`src/verilog/cld_defines.vh`:
```
`ifndef CLD_DEFINES_VH
`define CLD_DEFINES_VH

// widths and reset values
`define CLD_PC_RST 21'h000000
`define CLD_PC_STEP 21'h000002
`define CLD_STK_DEPTH 5'h1f
`define CLD_TP_RST 22'h000000
`define CLD_TP_STEP 22'h000001
`define CLD_W_RST 8'h00
`define CLD_ST_RST 5'h00
`define CLD_BSR_RST 4'h0
`define CLD_FSR_RST 12'h000
`define CLD_PROD_RST 16'h0000
`define CLD_FLAG_RST 1'b1
`define CLD_GIE_RST 1'b0

// status bit positions
`define CLD_C 0
`define CLD_DC 1
`define CLD_Z 2
`define CLD_OV 3
`define CLD_N 4

// top nibble of the word
`define CLD_HI_SYS 4'h0
`define CLD_HI_REL 4'hd
`define CLD_HI_CTL 4'he

// second nibble under the control prefix
`define CLD_CTL_CALL 3'h6
`define CLD_CTL_ABSOLUTE_JUMP 4'hf
`define CLD_CTL_LOAD_POINTER_LITERAL 4'he

// second nibble under the literal prefix
`define CLD_LIT_SYS 4'h0
`define CLD_LIT_BANK 4'h1
`define CLD_LIT_SUB 4'h8
`define CLD_LIT_IOR 4'h9
`define CLD_LIT_XOR 4'ha
`define CLD_LIT_AND 4'hb
`define CLD_LIT_RET 4'hc
`define CLD_LIT_MUL 4'hd
`define CLD_LIT_MOV 4'he
`define CLD_LIT_ADD 4'hf

// low byte of system words
`define CLD_SYS_SLEEP 8'h03
`define CLD_SYS_WATCHDOG_CLEAR_OP 8'h04
`define CLD_SYS_PUSH 8'h05
`define CLD_SYS_POP 8'h06
`define CLD_SYS_DAW 8'h07
`define CLD_SYS_RESET 8'hff
`define CLD_SYS_INTERRUPT_RETURN_OP 7'h08
`define CLD_SYS_RETURN 7'h09
`define CLD_SYS_TBL 5'h01

// table pointer modes
`define CLD_TM_POSTINC 2'h1
`define CLD_TM_POSTDEC 2'h2
`define CLD_TM_PREINC 2'h3

// pending second-word kinds
`define CLD_W2_CALL 2'h1
`define CLD_W2_ABSOLUTE_JUMP 2'h2
`define CLD_W2_LOAD_POINTER_LITERAL 2'h3

// decimal adjust
`define CLD_DAW_LO 9'h006
`define CLD_DAW_HI 9'h060
`define CLD_BCD_MAX 4'h9

`endif

```
`src/verilog/cld_core.v`:
```
`timescale 1ns/1ps
`include "cld_defines.vh"
module cld_core (
  input wire REF_CLK,
  input wire RSTN,
  input wire [15:0] INSTR,
  output wire [20:0] PM_ADDR,
  output wire [7:0] WORKING_REGISTER,
  output wire [4:0] STATUS,
  output wire [3:0] BANK_SELECT_REGISTER,
  output wire [11:0] POINTER_REGISTER0,
  output wire [11:0] POINTER_REGISTER1,
  output wire [11:0] POINTER_REGISTER2,
  output wire [15:0] PRODUCT,
  output wire [20:0] RETURN_STACK_TOP,
  output wire [4:0] STACK_DEPTH,
  input wire INT_EN_WR,
  input wire [1:0] INT_EN_WDATA,
  output wire GLOBAL_INTERRUPT_ENABLE,
  output wire PERIPHERAL_INTERRUPT_ENABLE,
  output wire WATCHDOG_EXPIRED_FLAG,
  output wire SLEEP_ENTERED_FLAG,
  output wire WDT_CLEAR,
  output wire SLEEP_REQ,
  output wire SW_RESET,
  input wire TBL_PTR_WR,
  input wire [21:0] TBL_PTR_WDATA,
  input wire TBL_LAT_WR,
  input wire [7:0] TBL_LAT_WDATA,
  output wire [21:0] TBL_ADDR,
  output wire [7:0] TBL_LATCH,
  output wire TBL_RD_REQ,
  input wire [7:0] TBL_RD_DATA,
  output wire TBL_WR_REQ,
  input wire TBL_WR_LAUNCH,
  input wire TBL_WR_DONE,
  output wire TBL_BUSY,
  input wire [7:0] PORT_B_PINS,
  output wire [7:0] PORT_B_RMW_SOURCE,
  input wire TIMER_ZERO_WR,
  input wire TIMER_ZERO_HAS_DEST,
  input wire TIMER_ZERO_DEST,
  input wire PRESCALER_ON_TIMER_ZERO,
  output wire PRESCALER_CLR
);
  localparam ST_EXEC = 5'b00001;
  localparam ST_FLUSH = 5'b00010;
  localparam ST_WORD2 = 5'b00100;
  localparam ST_TBL = 5'b01000;
  localparam ST_TWAIT = 5'b10000;

  reg [4:0] state;
  reg [20:0] pc;
  reg [7:0] w;
  reg [4:0] status;
  reg [3:0] bank_select_register;
  reg [11:0] fsr0;
  reg [11:0] fsr1;
  reg [11:0] fsr2;
  reg [15:0] prod;
  reg [20:0] return_stack_top;
  reg [4:0] sp;
  reg [7:0] sh_w;
  reg [4:0] sh_st;
  reg [3:0] sh_bsr;
  reg gie;
  reg peie;
  reg to_flag;
  reg pd_flag;
  reg wdt_clr;
  reg slp_req;
  reg sw_rst;
  reg [21:0] tblptr;
  reg [7:0] tablat;
  reg tbl_rd;
  reg tbl_wr;
  reg [1:0] tmode;
  reg [1:0] w2_kind;
  reg [7:0] w2_lo;
  reg w2_fast;
  reg [7:0] pb_s1;
  reg [7:0] pb_s2;
  reg [7:0] pb_s3;
  reg [7:0] pins;
  reg psc_clr;

  wire [3:0] hi = INSTR[15:12];
  wire [3:0] mid = INSTR[11:8];
  wire [7:0] lo8 = INSTR[7:0];
  wire ex = state[0];
  wire [20:0] pc_inc = pc + `CLD_PC_STEP;
  wire sys = ex && hi == `CLD_HI_SYS && mid == `CLD_LIT_SYS;

  wire [20:0] br_tgt = pc_inc + {{12{lo8[7]}}, lo8, 1'b0};
  wire [20:0] rel_tgt = pc_inc + {{9{INSTR[10]}}, INSTR[10:0], 1'b0};
  wire [20:0] abs_tgt = {INSTR[11:0], w2_lo, 1'b0};

  wire cond_flag = (mid[2:1] == 2'h0) ? status[`CLD_Z] :
                   (mid[2:1] == 2'h1) ? status[`CLD_C] :
                   (mid[2:1] == 2'h2) ? status[`CLD_OV] : status[`CLD_N];
  wire cond_true = cond_flag ^ mid[0];

  // shared adder; subtract is literal plus inverted w plus one
  wire is_sub = mid == `CLD_LIT_SUB;
  wire [7:0] opb = is_sub ? ~w : w;
  wire [8:0] sum9 = {1'b0, lo8} + {1'b0, opb} + {8'h00, is_sub};
  wire [4:0] sum5 = {1'b0, lo8[3:0]} + {1'b0, opb[3:0]} + {4'h0, is_sub};
  wire ovf = (lo8[7] == opb[7]) && (sum9[7] != lo8[7]);

  // decimal adjust on working register
  wire daw_lo = (w[3:0] > `CLD_BCD_MAX) || status[`CLD_DC];
  wire [8:0] daw1 = {1'b0, w} + (daw_lo ? `CLD_DAW_LO : 9'h000);
  wire daw_hi = (daw1[7:4] > `CLD_BCD_MAX) || status[`CLD_C] || daw1[8];
  wire [8:0] daw2 = daw1 + (daw_hi ? `CLD_DAW_HI : 9'h000);

  // stack traffic
  wire is_push = sys && lo8 == `CLD_SYS_PUSH;
  wire is_relative_subroutine_call = ex && hi == `CLD_HI_REL && mid[3];
  wire is_call2 = state[2] && w2_kind == `CLD_W2_CALL;
  wire stk_push = is_push || is_relative_subroutine_call || is_call2;
  wire stk_pop = (sys && (lo8 == `CLD_SYS_POP || lo8[7:1] == `CLD_SYS_INTERRUPT_RETURN_OP ||
                  lo8[7:1] == `CLD_SYS_RETURN)) ||
                 (ex && hi == `CLD_HI_SYS && mid == `CLD_LIT_RET);
  wire do_push = stk_push && sp != `CLD_STK_DEPTH;
  wire do_pop = stk_pop && sp != 5'h00;
  wire [4:0] next_sp = do_push ? sp + 5'h01 : (do_pop ? sp - 5'h01 : sp);
  wire [20:0] stk_rd;

  cld_stack_mem u_stack (
    .clk(REF_CLK),
    .rstn(RSTN),
    .we(do_push),
    .wa(sp),
    .wd(return_stack_top),
    .ra(next_sp - 5'h01),
    .rd(stk_rd)
  );

  // also used by the software reset opcode
  task reset_core;
    begin
      state <= ST_EXEC;
      pc <= `CLD_PC_RST;
      w <= `CLD_W_RST;
      status <= `CLD_ST_RST;
      bank_select_register <= `CLD_BSR_RST;
      fsr0 <= `CLD_FSR_RST;
      fsr1 <= `CLD_FSR_RST;
      fsr2 <= `CLD_FSR_RST;
      prod <= `CLD_PROD_RST;
      return_stack_top <= `CLD_PC_RST;
      sp <= 5'h00;
      sh_w <= `CLD_W_RST;
      sh_st <= `CLD_ST_RST;
      sh_bsr <= `CLD_BSR_RST;
      gie <= `CLD_GIE_RST;
      peie <= `CLD_GIE_RST;
      to_flag <= `CLD_FLAG_RST;
      pd_flag <= `CLD_FLAG_RST;
      wdt_clr <= 1'b0;
      slp_req <= 1'b0;
      sw_rst <= 1'b0;
      tblptr <= `CLD_TP_RST;
      tablat <= 8'h00;
      tbl_rd <= 1'b0;
      tbl_wr <= 1'b0;
      tmode <= 2'h0;
      w2_kind <= 2'h0;
      w2_lo <= 8'h00;
      w2_fast <= 1'b0;
    end
  endtask

  // pins pass three flops, taken once the last two agree
  always @(posedge REF_CLK or negedge RSTN) begin
    if (!RSTN) begin
      pb_s1 <= 8'h00;
      pb_s2 <= 8'h00;
      pb_s3 <= 8'h00;
      pins <= 8'h00;
      psc_clr <= 1'b0;
    end else begin
      pb_s1 <= PORT_B_PINS;
      pb_s2 <= pb_s1;
      pb_s3 <= pb_s2;
      pins <= (pb_s2 & ~(pb_s2 ^ pb_s3)) | (pins & (pb_s2 ^ pb_s3));
      psc_clr <= TIMER_ZERO_WR && (!TIMER_ZERO_HAS_DEST || TIMER_ZERO_DEST) &&
                 PRESCALER_ON_TIMER_ZERO;
    end
  end

  always @(posedge REF_CLK or negedge RSTN) begin
    if (!RSTN) begin
      reset_core;
    end else begin
      wdt_clr <= 1'b0;
      slp_req <= 1'b0;
      sw_rst <= 1'b0;
      tbl_rd <= 1'b0;
      tbl_wr <= 1'b0;
      sp <= next_sp;
      // stack top follows every pop and every push made below full depth
      if (do_push) begin
        return_stack_top <= pc_inc;
      end else if (stk_pop) begin
        return_stack_top <= do_pop ? stk_rd : `CLD_PC_RST;
      end
      if (INT_EN_WR) begin
        gie <= INT_EN_WDATA[1];
        peie <= INT_EN_WDATA[0];
      end
      if (TBL_PTR_WR && !state[3]) begin
        tblptr <= TBL_PTR_WDATA;
      end
      if (TBL_LAT_WR && !state[3]) begin
        tablat <= TBL_LAT_WDATA;
      end
      case (state)
        ST_EXEC: begin
          pc <= pc_inc;
          if (hi == `CLD_HI_CTL) begin
            if (!mid[3]) begin
              if (cond_true) begin
                pc <= br_tgt;
                state <= ST_FLUSH;
              end
            end else if (mid[3:1] == `CLD_CTL_CALL) begin
              // call waits for its second word
              w2_kind <= `CLD_W2_CALL;
              w2_lo <= lo8;
              w2_fast <= mid[0];
              state <= ST_WORD2;
            end else if (mid == `CLD_CTL_ABSOLUTE_JUMP) begin
              // jump waits for its second word
              w2_kind <= `CLD_W2_ABSOLUTE_JUMP;
              w2_lo <= lo8;
              state <= ST_WORD2;
            end else if (mid == `CLD_CTL_LOAD_POINTER_LITERAL) begin
              w2_kind <= `CLD_W2_LOAD_POINTER_LITERAL;
              w2_lo <= lo8;
              state <= ST_WORD2;
            end
          end else if (hi == `CLD_HI_REL) begin
            pc <= rel_tgt;
            state <= ST_FLUSH;
          end else if (hi == `CLD_HI_SYS) begin
            case (mid)
              `CLD_LIT_SYS: begin
                if (lo8 == `CLD_SYS_SLEEP) begin
                  to_flag <= 1'b1;
                  pd_flag <= 1'b0;
                  slp_req <= 1'b1;
                end else if (lo8 == `CLD_SYS_WATCHDOG_CLEAR_OP) begin
                  to_flag <= 1'b1;
                  pd_flag <= 1'b1;
                  wdt_clr <= 1'b1;
                end else if (lo8 == `CLD_SYS_DAW) begin
                  w <= daw2[7:0];
                  status[`CLD_C] <= daw2[8] | status[`CLD_C];
                end else if (lo8 == `CLD_SYS_RESET) begin
                  reset_core;
                  sw_rst <= 1'b1;
                end else if (lo8[7:1] == `CLD_SYS_INTERRUPT_RETURN_OP ||
                             lo8[7:1] == `CLD_SYS_RETURN) begin
                  pc <= return_stack_top;
                  state <= ST_FLUSH;
                  if (lo8[7:1] == `CLD_SYS_INTERRUPT_RETURN_OP) begin
                    gie <= 1'b1;
                    peie <= 1'b1;
                  end
                  if (lo8[0]) begin
                    w <= sh_w;
                    status <= sh_st;
                    bank_select_register <= sh_bsr;
                  end
                end else if (lo8[7:3] == `CLD_SYS_TBL) begin
                  if (lo8[1:0] == `CLD_TM_PREINC) begin
                    tblptr <= tblptr + `CLD_TP_STEP;
                  end
                  tmode <= lo8[1:0];
                  tbl_rd <= !lo8[2];
                  tbl_wr <= lo8[2];
                  state <= ST_TBL;
                end
              end
              `CLD_LIT_BANK: begin
                if (lo8[7:4] == 4'h0) begin
                  bank_select_register <= lo8[3:0];
                end
              end
              `CLD_LIT_ADD, `CLD_LIT_SUB: begin
                w <= sum9[7:0];
                status[`CLD_C] <= sum9[8];
                status[`CLD_DC] <= sum5[4];
                status[`CLD_Z] <= sum9[7:0] == 8'h00;
                status[`CLD_OV] <= ovf;
                status[`CLD_N] <= sum9[7];
              end
              `CLD_LIT_AND: begin
                w <= w & lo8;
                status[`CLD_Z] <= (w & lo8) == 8'h00;
                status[`CLD_N] <= w[7] & lo8[7];
              end
              `CLD_LIT_IOR: begin
                w <= w | lo8;
                status[`CLD_Z] <= (w | lo8) == 8'h00;
                status[`CLD_N] <= w[7] | lo8[7];
              end
              `CLD_LIT_XOR: begin
                w <= w ^ lo8;
                status[`CLD_Z] <= (w ^ lo8) == 8'h00;
                status[`CLD_N] <= w[7] ^ lo8[7];
              end
              `CLD_LIT_RET: begin
                w <= lo8;
                pc <= return_stack_top;
                state <= ST_FLUSH;
              end
              `CLD_LIT_MUL: begin
                prod <= {8'h00, w} * {8'h00, lo8};
              end
              `CLD_LIT_MOV: begin
                w <= lo8;
              end
              default: begin
                w <= w;
              end
            endcase
          end
          // other prefixes, including 1111, fall through as no-operation
        end
        ST_FLUSH: begin
          // second cycle discards the fetched word
          state <= ST_EXEC;
        end
        ST_WORD2: begin
          // second word consumed as operand data
          state <= ST_EXEC;
          if (w2_kind == `CLD_W2_LOAD_POINTER_LITERAL) begin
            pc <= pc_inc;
            if (w2_lo[5:4] == 2'h0) begin
              fsr0 <= {w2_lo[3:0], lo8};
            end else if (w2_lo[5:4] == 2'h1) begin
              fsr1 <= {w2_lo[3:0], lo8};
            end else if (w2_lo[5:4] == 2'h2) begin
              fsr2 <= {w2_lo[3:0], lo8};
            end
          end else begin
            pc <= abs_tgt;
            if (w2_kind == `CLD_W2_CALL && w2_fast) begin
              sh_w <= w;
              sh_st <= status;
              sh_bsr <= bank_select_register;
            end
          end
        end
        ST_TBL: begin
          // read data lands in the latch
          if (tbl_rd) begin
            tablat <= TBL_RD_DATA;
          end
          if (tmode == `CLD_TM_POSTINC) begin
            tblptr <= tblptr + `CLD_TP_STEP;
          end else if (tmode == `CLD_TM_POSTDEC) begin
            tblptr <= tblptr - `CLD_TP_STEP;
          end
          // a launched write extends the instruction
          state <= (tbl_wr && TBL_WR_LAUNCH) ? ST_TWAIT : ST_EXEC;
        end
        ST_TWAIT: begin
          if (TBL_WR_DONE) begin
            state <= ST_EXEC;
          end
        end
        default: begin
          state <= ST_EXEC;
        end
      endcase
    end
  end

  assign PM_ADDR = pc;
  assign WORKING_REGISTER = w;
  assign STATUS = status;
  assign BANK_SELECT_REGISTER = bank_select_register;
  assign POINTER_REGISTER0 = fsr0;
  assign POINTER_REGISTER1 = fsr1;
  assign POINTER_REGISTER2 = fsr2;
  assign PRODUCT = prod;
  assign RETURN_STACK_TOP = return_stack_top;
  assign STACK_DEPTH = sp;
  assign GLOBAL_INTERRUPT_ENABLE = gie;
  assign PERIPHERAL_INTERRUPT_ENABLE = peie;
  assign WATCHDOG_EXPIRED_FLAG = to_flag;
  assign SLEEP_ENTERED_FLAG = pd_flag;
  assign WDT_CLEAR = wdt_clr;
  assign SLEEP_REQ = slp_req;
  assign SW_RESET = sw_rst;
  assign TBL_ADDR = tblptr;
  assign TBL_LATCH = tablat;
  assign TBL_RD_REQ = tbl_rd;
  assign TBL_WR_REQ = tbl_wr;
  assign TBL_BUSY = state[4];
  assign PORT_B_RMW_SOURCE = pins;
  assign PRESCALER_CLR = psc_clr;
endmodule

```
`src/verilog/cld_stack_mem.v`:
```
`timescale 1ns/1ps
module cld_stack_mem (
  input wire clk,
  input wire rstn,
  input wire we,
  input wire [4:0] wa,
  input wire [20:0] wd,
  input wire [4:0] ra,
  output wire [20:0] rd
);
  reg [20:0] mem [0:31];
  reg [20:0] rd_q;

  always @(posedge clk) begin
    if (we) begin
      mem[wa] <= wd;
    end
  end

  // bypass so a push followed by a pop sees the fresh entry
  always @(posedge clk or negedge rstn) begin
    if (!rstn) begin
      rd_q <= 21'h000000;
    end else if (we && wa == ra) begin
      rd_q <= wd;
    end else begin
      rd_q <= mem[ra];
    end
  end

  assign rd = rd_q;
endmodule

```
`config.mk`:
```
export PLATFORM = sky130hd
export DESIGN_NAME = cld_core
export DESIGN_NICKNAME = d
export VERILOG_FILES = /design/src/verilog/cld_core.v /design/src/verilog/cld_stack_mem.v
export VERILOG_INCLUDE_DIRS = /design/src /design/src/verilog
export SDC_FILE = /design/constraint.sdc
export NUM_CORES = 2
export LEC_CHECK = 0
export CORE_ASPECT_RATIO = 1.75
export CORE_UTILIZATION = 45
export CTS_CLUSTER_SIZE = 28
export DETAILED_ROUTE_END_ITERATION = 7
export DONT_BUFFER_PORTS = 1
export MAX_ROUTING_LAYER = met4
export PLACE_DENSITY = 0.63
export SLEW_MARGIN = 20
export SYNTH_ARGS = -nofsm -noshare
export SYNTH_HDL_FRONTEND = slang
export SYNTH_SLANG_ARGS = --single-unit
```
`constraint.sdc`:
```
create_clock -name REF_CLK -period 6.1 [get_ports REF_CLK]
set_clock_uncertainty 0.15 [all_clocks]
set_input_delay 0.61 -clock REF_CLK [delete_from_list [all_inputs] [get_ports REF_CLK]]
set_output_delay 0.61 -clock REF_CLK [all_outputs]
set_load 0.01 [all_outputs]
```
# Word level (Yosys, flattened, before mapping)
# Memories as Yosys holds them, arrays and structs flattened. A register that Yosys moved wholly into a read port is not among the register bits.
# Cells that the tools add are included.
totals:
  mem_count: 1
  in_bits: 75
  register_bits: 223
  elab_cells: 497
  mem_bits_rw: 672
  output_inout_bits: 165
memory_table:
  columns: ["memory", "words", "word_bits", "rd", "rd_ports_with_merged_regs", "write_ports", "line_no", "source"]
  rows:
  - ["u_stack.mem", 32, 21, 1, 1, 1, "cld_stack_mem.v:11", "reg [20:0] mem [0:31];"]
op_classes:
  bitwise_logic: 19
  mul: 1
  muxes: 275
  addsub: 14
  order_cmp: 2
  n_eq_ne: 80
  n_reduce_logical: 69
op_table:
  columns: ["op", "count"]
  rows:
  - ["21-bit 2-to-1 mux", 23]
  - ["22-bit 2-to-1 mux", 14]
  - ["8-bit 2-to-1 mux", 32]
  - ["5-bit 2-to-1 mux", 42]
  - ["12-bit 2-to-1 mux", 17]
  - ["1-bit 2-to-1 mux", 89]
  - ["21-bit one-hot mux with 2 select lines", 2]
  - ["4-bit 2-to-1 mux", 18]
  - ["12-bit one-hot mux with 2 select lines", 3]
  - ["16-bit 2-to-1 mux", 4]
  - ["2-bit != test, second input constant", 27]
  - ["10-bit AND reduction", 5]
  - ["8-bit one-hot mux with 6 select lines", 1]
  - ["22-bit one-hot mux with 2 select lines", 1]
  - ["21-bit adder", 2]
  - ["4-bit == test, second input constant", 10]
  - ["9-bit AND reduction", 4]
  - ["11-bit AND reduction", 3]
  - ["8-bit by 3-bit == test with 1-bit output, second input constant", 4]
  - ["8-bit zero test", 4]
  - ["16-bit one-hot mux with 2 select lines", 1]
  - ["8-bit one-hot mux with 2 select lines", 2]
  - ["2-bit 2-to-1 mux", 15]
  - ["5-bit != test, second input constant", 5]
  - ["64 further kinds", 132]

# Depth between registers and ports, before layout
logic_depth:
  depth_word: 18
  depth_mapped: 21

# Cells and area by module
# A second synthesis with hierarchy kept.
hier_totals:
  hier_cells: 3423
  hier_area_um2: 44550.2
by_module_without_submodules:
  columns: ["module", "instances", "cells_each", "area_per_inst_um2", "seq_area_each_um2"]
  rows:
  - ["cld_stack_mem", 1, 1323, 27023.4, 20704.9]
  - ["cld_core", 1, 2100, 17526.8, 5557.8]

# Worst setup path before layout
# OpenSTA, ideal clock, no wires.
synth_path:
  kind: "input -> register"
  startpoint: "in INSTR[4]"
  endpoint: "reg u_stack.rd_q[1] (netlist: u_stack.rd[1]), read port of u_stack.mem"
  stages: 18
  slack_ns: 0.631
  setup_ns: 0.128
  t_arrival_ns: 5.191
  required_time_ns: 5.822
  path_cell_list: "buf_2 > or4_1 > clkbuf_1 > nor4_2 > o21a_2 > nor3_2 > xnor2_2 > buf_6 > buf_2 > inv_1 > ha_1 > clkbuf_1 > clkbuf_1 > clkbuf_1 > mux4_2 > mux4_2 > mux2_2 > mux2_1"
synth_via:
  elab_chain_len: 9
  word_cells_on_any_way: 16
synth_lines:
  columns: ["item", "line_no", "source"]
  rows:
  - ["start, declared", "cld_core.v:6", "input wire [15:0] INSTR,"]
  - ["8-bit by 3-bit == test with 1-bit output (no line) or 7-bit by 4-bit == test with 1-bit output (tied branches)", null, null]
  - ["1-bit logical OR (no line) (2 in series)", null, null]
  - ["1-bit logical AND", "cld_core.v:121", "wire stk_pop = (sys && (lo8 == `CLD_SYS_POP || lo8[7:1] == `CLD_SYS_INTERRUPT_RETURN_OP ||"]
  - ["1-bit logical OR", "cld_core.v:121", null]
  - ["1-bit logical AND", "cld_core.v:125", "wire do_pop = stk_pop && sp != 5'h00;"]
  - ["5-bit 2-to-1 mux", "cld_core.v:126", "wire [4:0] next_sp = do_push ? sp + 5'h01 : (do_pop ? sp - 5'h01 : sp);"]
  - ["5-bit 2-to-1 mux *", "cld_core.v:126", null]
  - ["5-bit by 1-bit subtractor with 5-bit output *", "cld_core.v:135", ".ra(next_sp - 5'h01),"]
  - ["end, declared", "cld_stack_mem.v:12", "reg [20:0] rd_q;"]
# Mark *: on every way between the ends. The rest lies on a longest branch, timed or not.
# A chain may end at the register's enable or synchronous reset.

# Final worst setup path
layout_path:
  startpoint: "reg w[2] (netlist: WORKING_REGISTER[2])"
  endpoint: "reg prod[15] (netlist: PRODUCT[15])"
layout_via:
  elab_chain_len: 2
layout_lines:
  columns: ["item", "line_no", "source"]
  rows:
  - ["start, declared", "cld_core.v:54", "reg [7:0] w;"]
  - ["start signal, assigned", "cld_core.v:258", "w <= daw2[7:0];"]
  - ["start signal, assigned", "cld_core.v:272", "w <= sh_w;"]
  - ["start signal, assigned", "cld_core.v:292", "w <= sum9[7:0];"]
  - ["8-bit by 8-bit multiplier with 16-bit output", "cld_core.v:320", "prod <= {8'h00, w} * {8'h00, lo8};"]
  - ["16-bit one-hot mux with 2 select lines", "cld_core.v:247", "case (mid)"]
  - ["end signal, assigned", "cld_core.v:320", null]
  - ["end, declared", "cld_core.v:60", "reg [15:0] prod;"]
# Every way passes these cells.

==> metrics.yaml <==
endpoint_kind: "register"
start_util_pct: 45.4
power.share.switching_pct: 36.4
ys_seq_area_share_pct: 60.7
rsz0062_at_grt: "no"
syn_avg_cell_area_um2: 14.1
ys_warn_count: 0
cts_tree: "yes"
regArea_um2: 26300
worstPathArrival_ns: 5.78
syn_nets: 3275
maxSlewHeadroom_pct: 25.8
p_leak_uw: 0.0170
grt_pass1_vias: 28700
fillCellCount: 7907
clockPowerShare_pct: 21.5
fp.coreArea_um2: 95300
hold_violations: 243
cts_root_buffer: "clkbuf_16"
rows: 150
violations: "hold timing"
max_slew.worst_pin.slew_ns: 1.11
synth_edf_count: 672
drive_gt1_share_pct: 17.5
rr_worst_depth: 18
cts_hold_buf: 46
drc: 0
vias: 27500
clock_latency_ns: 0.67
clkTransAtPathRegs_ns: 0.07
synthTopCellsByArea: "edfxtp_1 47%, dfrtp_1 14%, mux4_2 11%, ha_1 3.0%, nand2_1 2.5%"
dpl.hpwl_mm: 86.0
power_density_nw_per_um2: 513
p_switching_uw: 9030
gp_congestion: 1.01
final_cell_mix: "672 x edfxtp_1, 288 x nand2_1, 240 x dfrtp_1"
yosys.area.top_type: "edfxtp_1"
syn_inst: 3058
ant_nets: 0
boundaryPins: 240
ys_types: 82
ys.flop_type: "edfxtp_1"
p_int_uw: 15800
dp.cells: 4200
multi_input_area_um2: 16100
grt_usage_pct: 27.1
cts.sinks: 915
period_needed_ns: 5.36
die_area_um2: 97400
hold_ws_ns: -0.512
synth_area_um2: 43300
required_ns: 6.52
postCtsSetupBuffers: 0
post-route-period-util_pct: 87.9
seqPwrFrac_pct: 33.8
grt_pass1_wl_mm: 188
synth_top_area_share_pct: 46.7
drt_iter0_drc: 2435
totalWireLength_mm: 128
fin_nets: 3329
ys_ff_latch: 915
drv_cap: 0
final_max_slew_viol_count: 0
vias_per_cell: 6.26
cp_max_fo: 10
final_common_cell: "edfxtp_1"
critical_path_class: "register to register"
antenna_found_initial: 2
peakVddDrop_mv: 0.559
first_pass_iters: 8
die_h_um: 412
setup_viol: 0
p_comb_share_pct: 44.7
fmax_mhz: 187
cts_buffers: 80
grt_max_degree: 244
fin_cells: 4398
wl_per_cell_um: 29.0
min_path_type: "input pin to async pin"
crit_path_start_kind: "register"
area_growth_syn_to_layout_pct: 11.7
ctsResizeCount: 0
grt_overflow_total: 0
postSynth.asyncResetShare_pct: 26.6
status: "finished, violations left"
setup_tns_ns: 0
ctsLongestPathBuffers: 3
fp.dieW_um: 236
io_buffers: 0
cts.htree.levels: 3
==> path summary, 6_finish.rpt <==
| kind | from | endpoint | slack, ns |
|---|---|---|---|
| hold / removal | RSTN | TBL_ADDR[7] | -0.51 |
| setup reg to reg | WORKING_REGISTER[2] | PRODUCT[15] | 0.74 |
| max in group asynchronous | RSTN | WORKING_REGISTER[5] | 5.83 |
| setup / recovery | WORKING_REGISTER[2] | PRODUCT[15] | 0.74 |
| min in group REF_CLK | TBL_LAT_WDATA[2] | TBL_LATCH[2] | 0.05 |
| hold reg to reg | pb_s1[0] | pb_s2[0] | 0.20 |
==> cells in the mapped netlist (8+ instances only) <==
library cell  instances
ha_1                103
o22ai_1              17
clkinv_1             10
mux4_2              211
a21oi_1             110
nor4_1               10
inv_1                91
a311oi_1             21
a221oi_1             31
xnor2_1              72
o211ai_1             22
xor2_1               43
o21a_1               10
buf_1                12
a31oi_1              26
fa_1                 39
or4_1                10
a211oi_1             31
buf_2                23
or3_1                18
nand2_1             288
a21o_1               17
and3_1               16
edfxtp_1            672
mux2_2               42
dfrtp_1             241
o31ai_1              30
o21ai_0             130
nor3_1               41
nor2b_1              12
a221o_1               9
nand3_1              72
mux2i_1              52
nand4_1              14
nor2_1              219
maj3_1                8
clkbuf_1            137
nand3b_1              8
o21bai_1             14
nand2b_1             13
==> metrics by stage <==
stage                     power (µW)  hold slack [ns]  utilization, %  setup slack (ns)  area, µm²
final                          24800           -0.512            50.7             0.741      48300
after floorplan                16300            0.164               -             0.631      43300
after global placement         19200            0.170            47.3             0.781      45100
after CTS                      24900           -0.569            50.7             0.756      48300
after global routing           26100           -0.547            50.7             0.330      48300
after detailed placement       19500            0.169            47.3             0.785      45100
==> layout make-up <==
type,instances,area share (%)
flip-flops and latches,915,54.4
multi-input cells,1860,33.3
clock buffers,100,4.46
well taps,1216,3.15
repair buffers,152,2.78
clock inverters,50,1.18
inverters,103,0.800
diodes,2,0.0104
==> kinds of logic (layout without fill, tap and decap cells) <==
family,count (synthesis),after routing,synth area share (%)
adder cells (fa/ha/maj),150,150,4.97
AO/OA/AOI/OAI,532,532,8.10
other,1,3,0.00867
flip-flops,915,915,60.7
buffers and inverters,283,405,2.60
multiplexers,308,308,13.4
AND/OR/NAND/NOR,753,753,7.87
XOR/XNOR,116,116,2.37
==> worst max-delay path, cell delays in order (launching register included) <==
cell and delay (ns):
dfrtp_1 0.61, clkinv_1 0.45, nor2_1 0.26, fa_1 0.45, ha_1 0.30, inv_1 0.06
fa_1 0.47, inv_1 0.05, fa_1 0.43, ha_1 0.33, a21oi_1 0.22, o21bai_1 0.09
a21oi_1 0.23, o21bai_1 0.10, a21oi_1 0.23, o21ai_0 0.18, o41ai_1 0.36, xnor2_1 0.13
o21ai_0 0.18
==> registers in the layout, indices dropped and copies added, names as in the netlist, 2 cells and up, named ones only <==
name	count
sh_w	8
BANK_SELECT_REGISTER	4
WORKING_REGISTER	8
sh_st	5
sh_bsr	4
TBL_LATCH	8
PM_ADDR	21
pb_s2	8
POINTER_REGISTER0	12
RETURN_STACK_TOP	21
w2_kind	2
STATUS	5
w2_lo	8
u_stack.rd	21
PRODUCT	16
state	5
POINTER_REGISTER1	12
tmode	2
u_stack.mem	672
pb_s1	8
STACK_DEPTH	5
pb_s3	8
TBL_ADDR	22
POINTER_REGISTER2	12
==> layer usage <==
metal,GRT usage (%),wire [µm]
met4,16.2,8150
met1,27.2,43100
met3,5.89,9200
met2,47.9,67300
met5,-,0
==> power groups by stage <==
| stage | Clock [µW] | Sequential [µW] | Combinational (µW) |
|---|---|---|---|
| final | 5340 | 8380 | 11100 |
| after global routing | 5630 | 8420 | 12100 |
| after CTS | 5420 | 8360 | 11100 |
| after detailed placement | 0 | 8500 | 11000 |
| after global placement | 0 | 8480 | 10800 |
| after floorplan | 0 | 8600 | 7740 |
(Power assumes the default switching activity.)
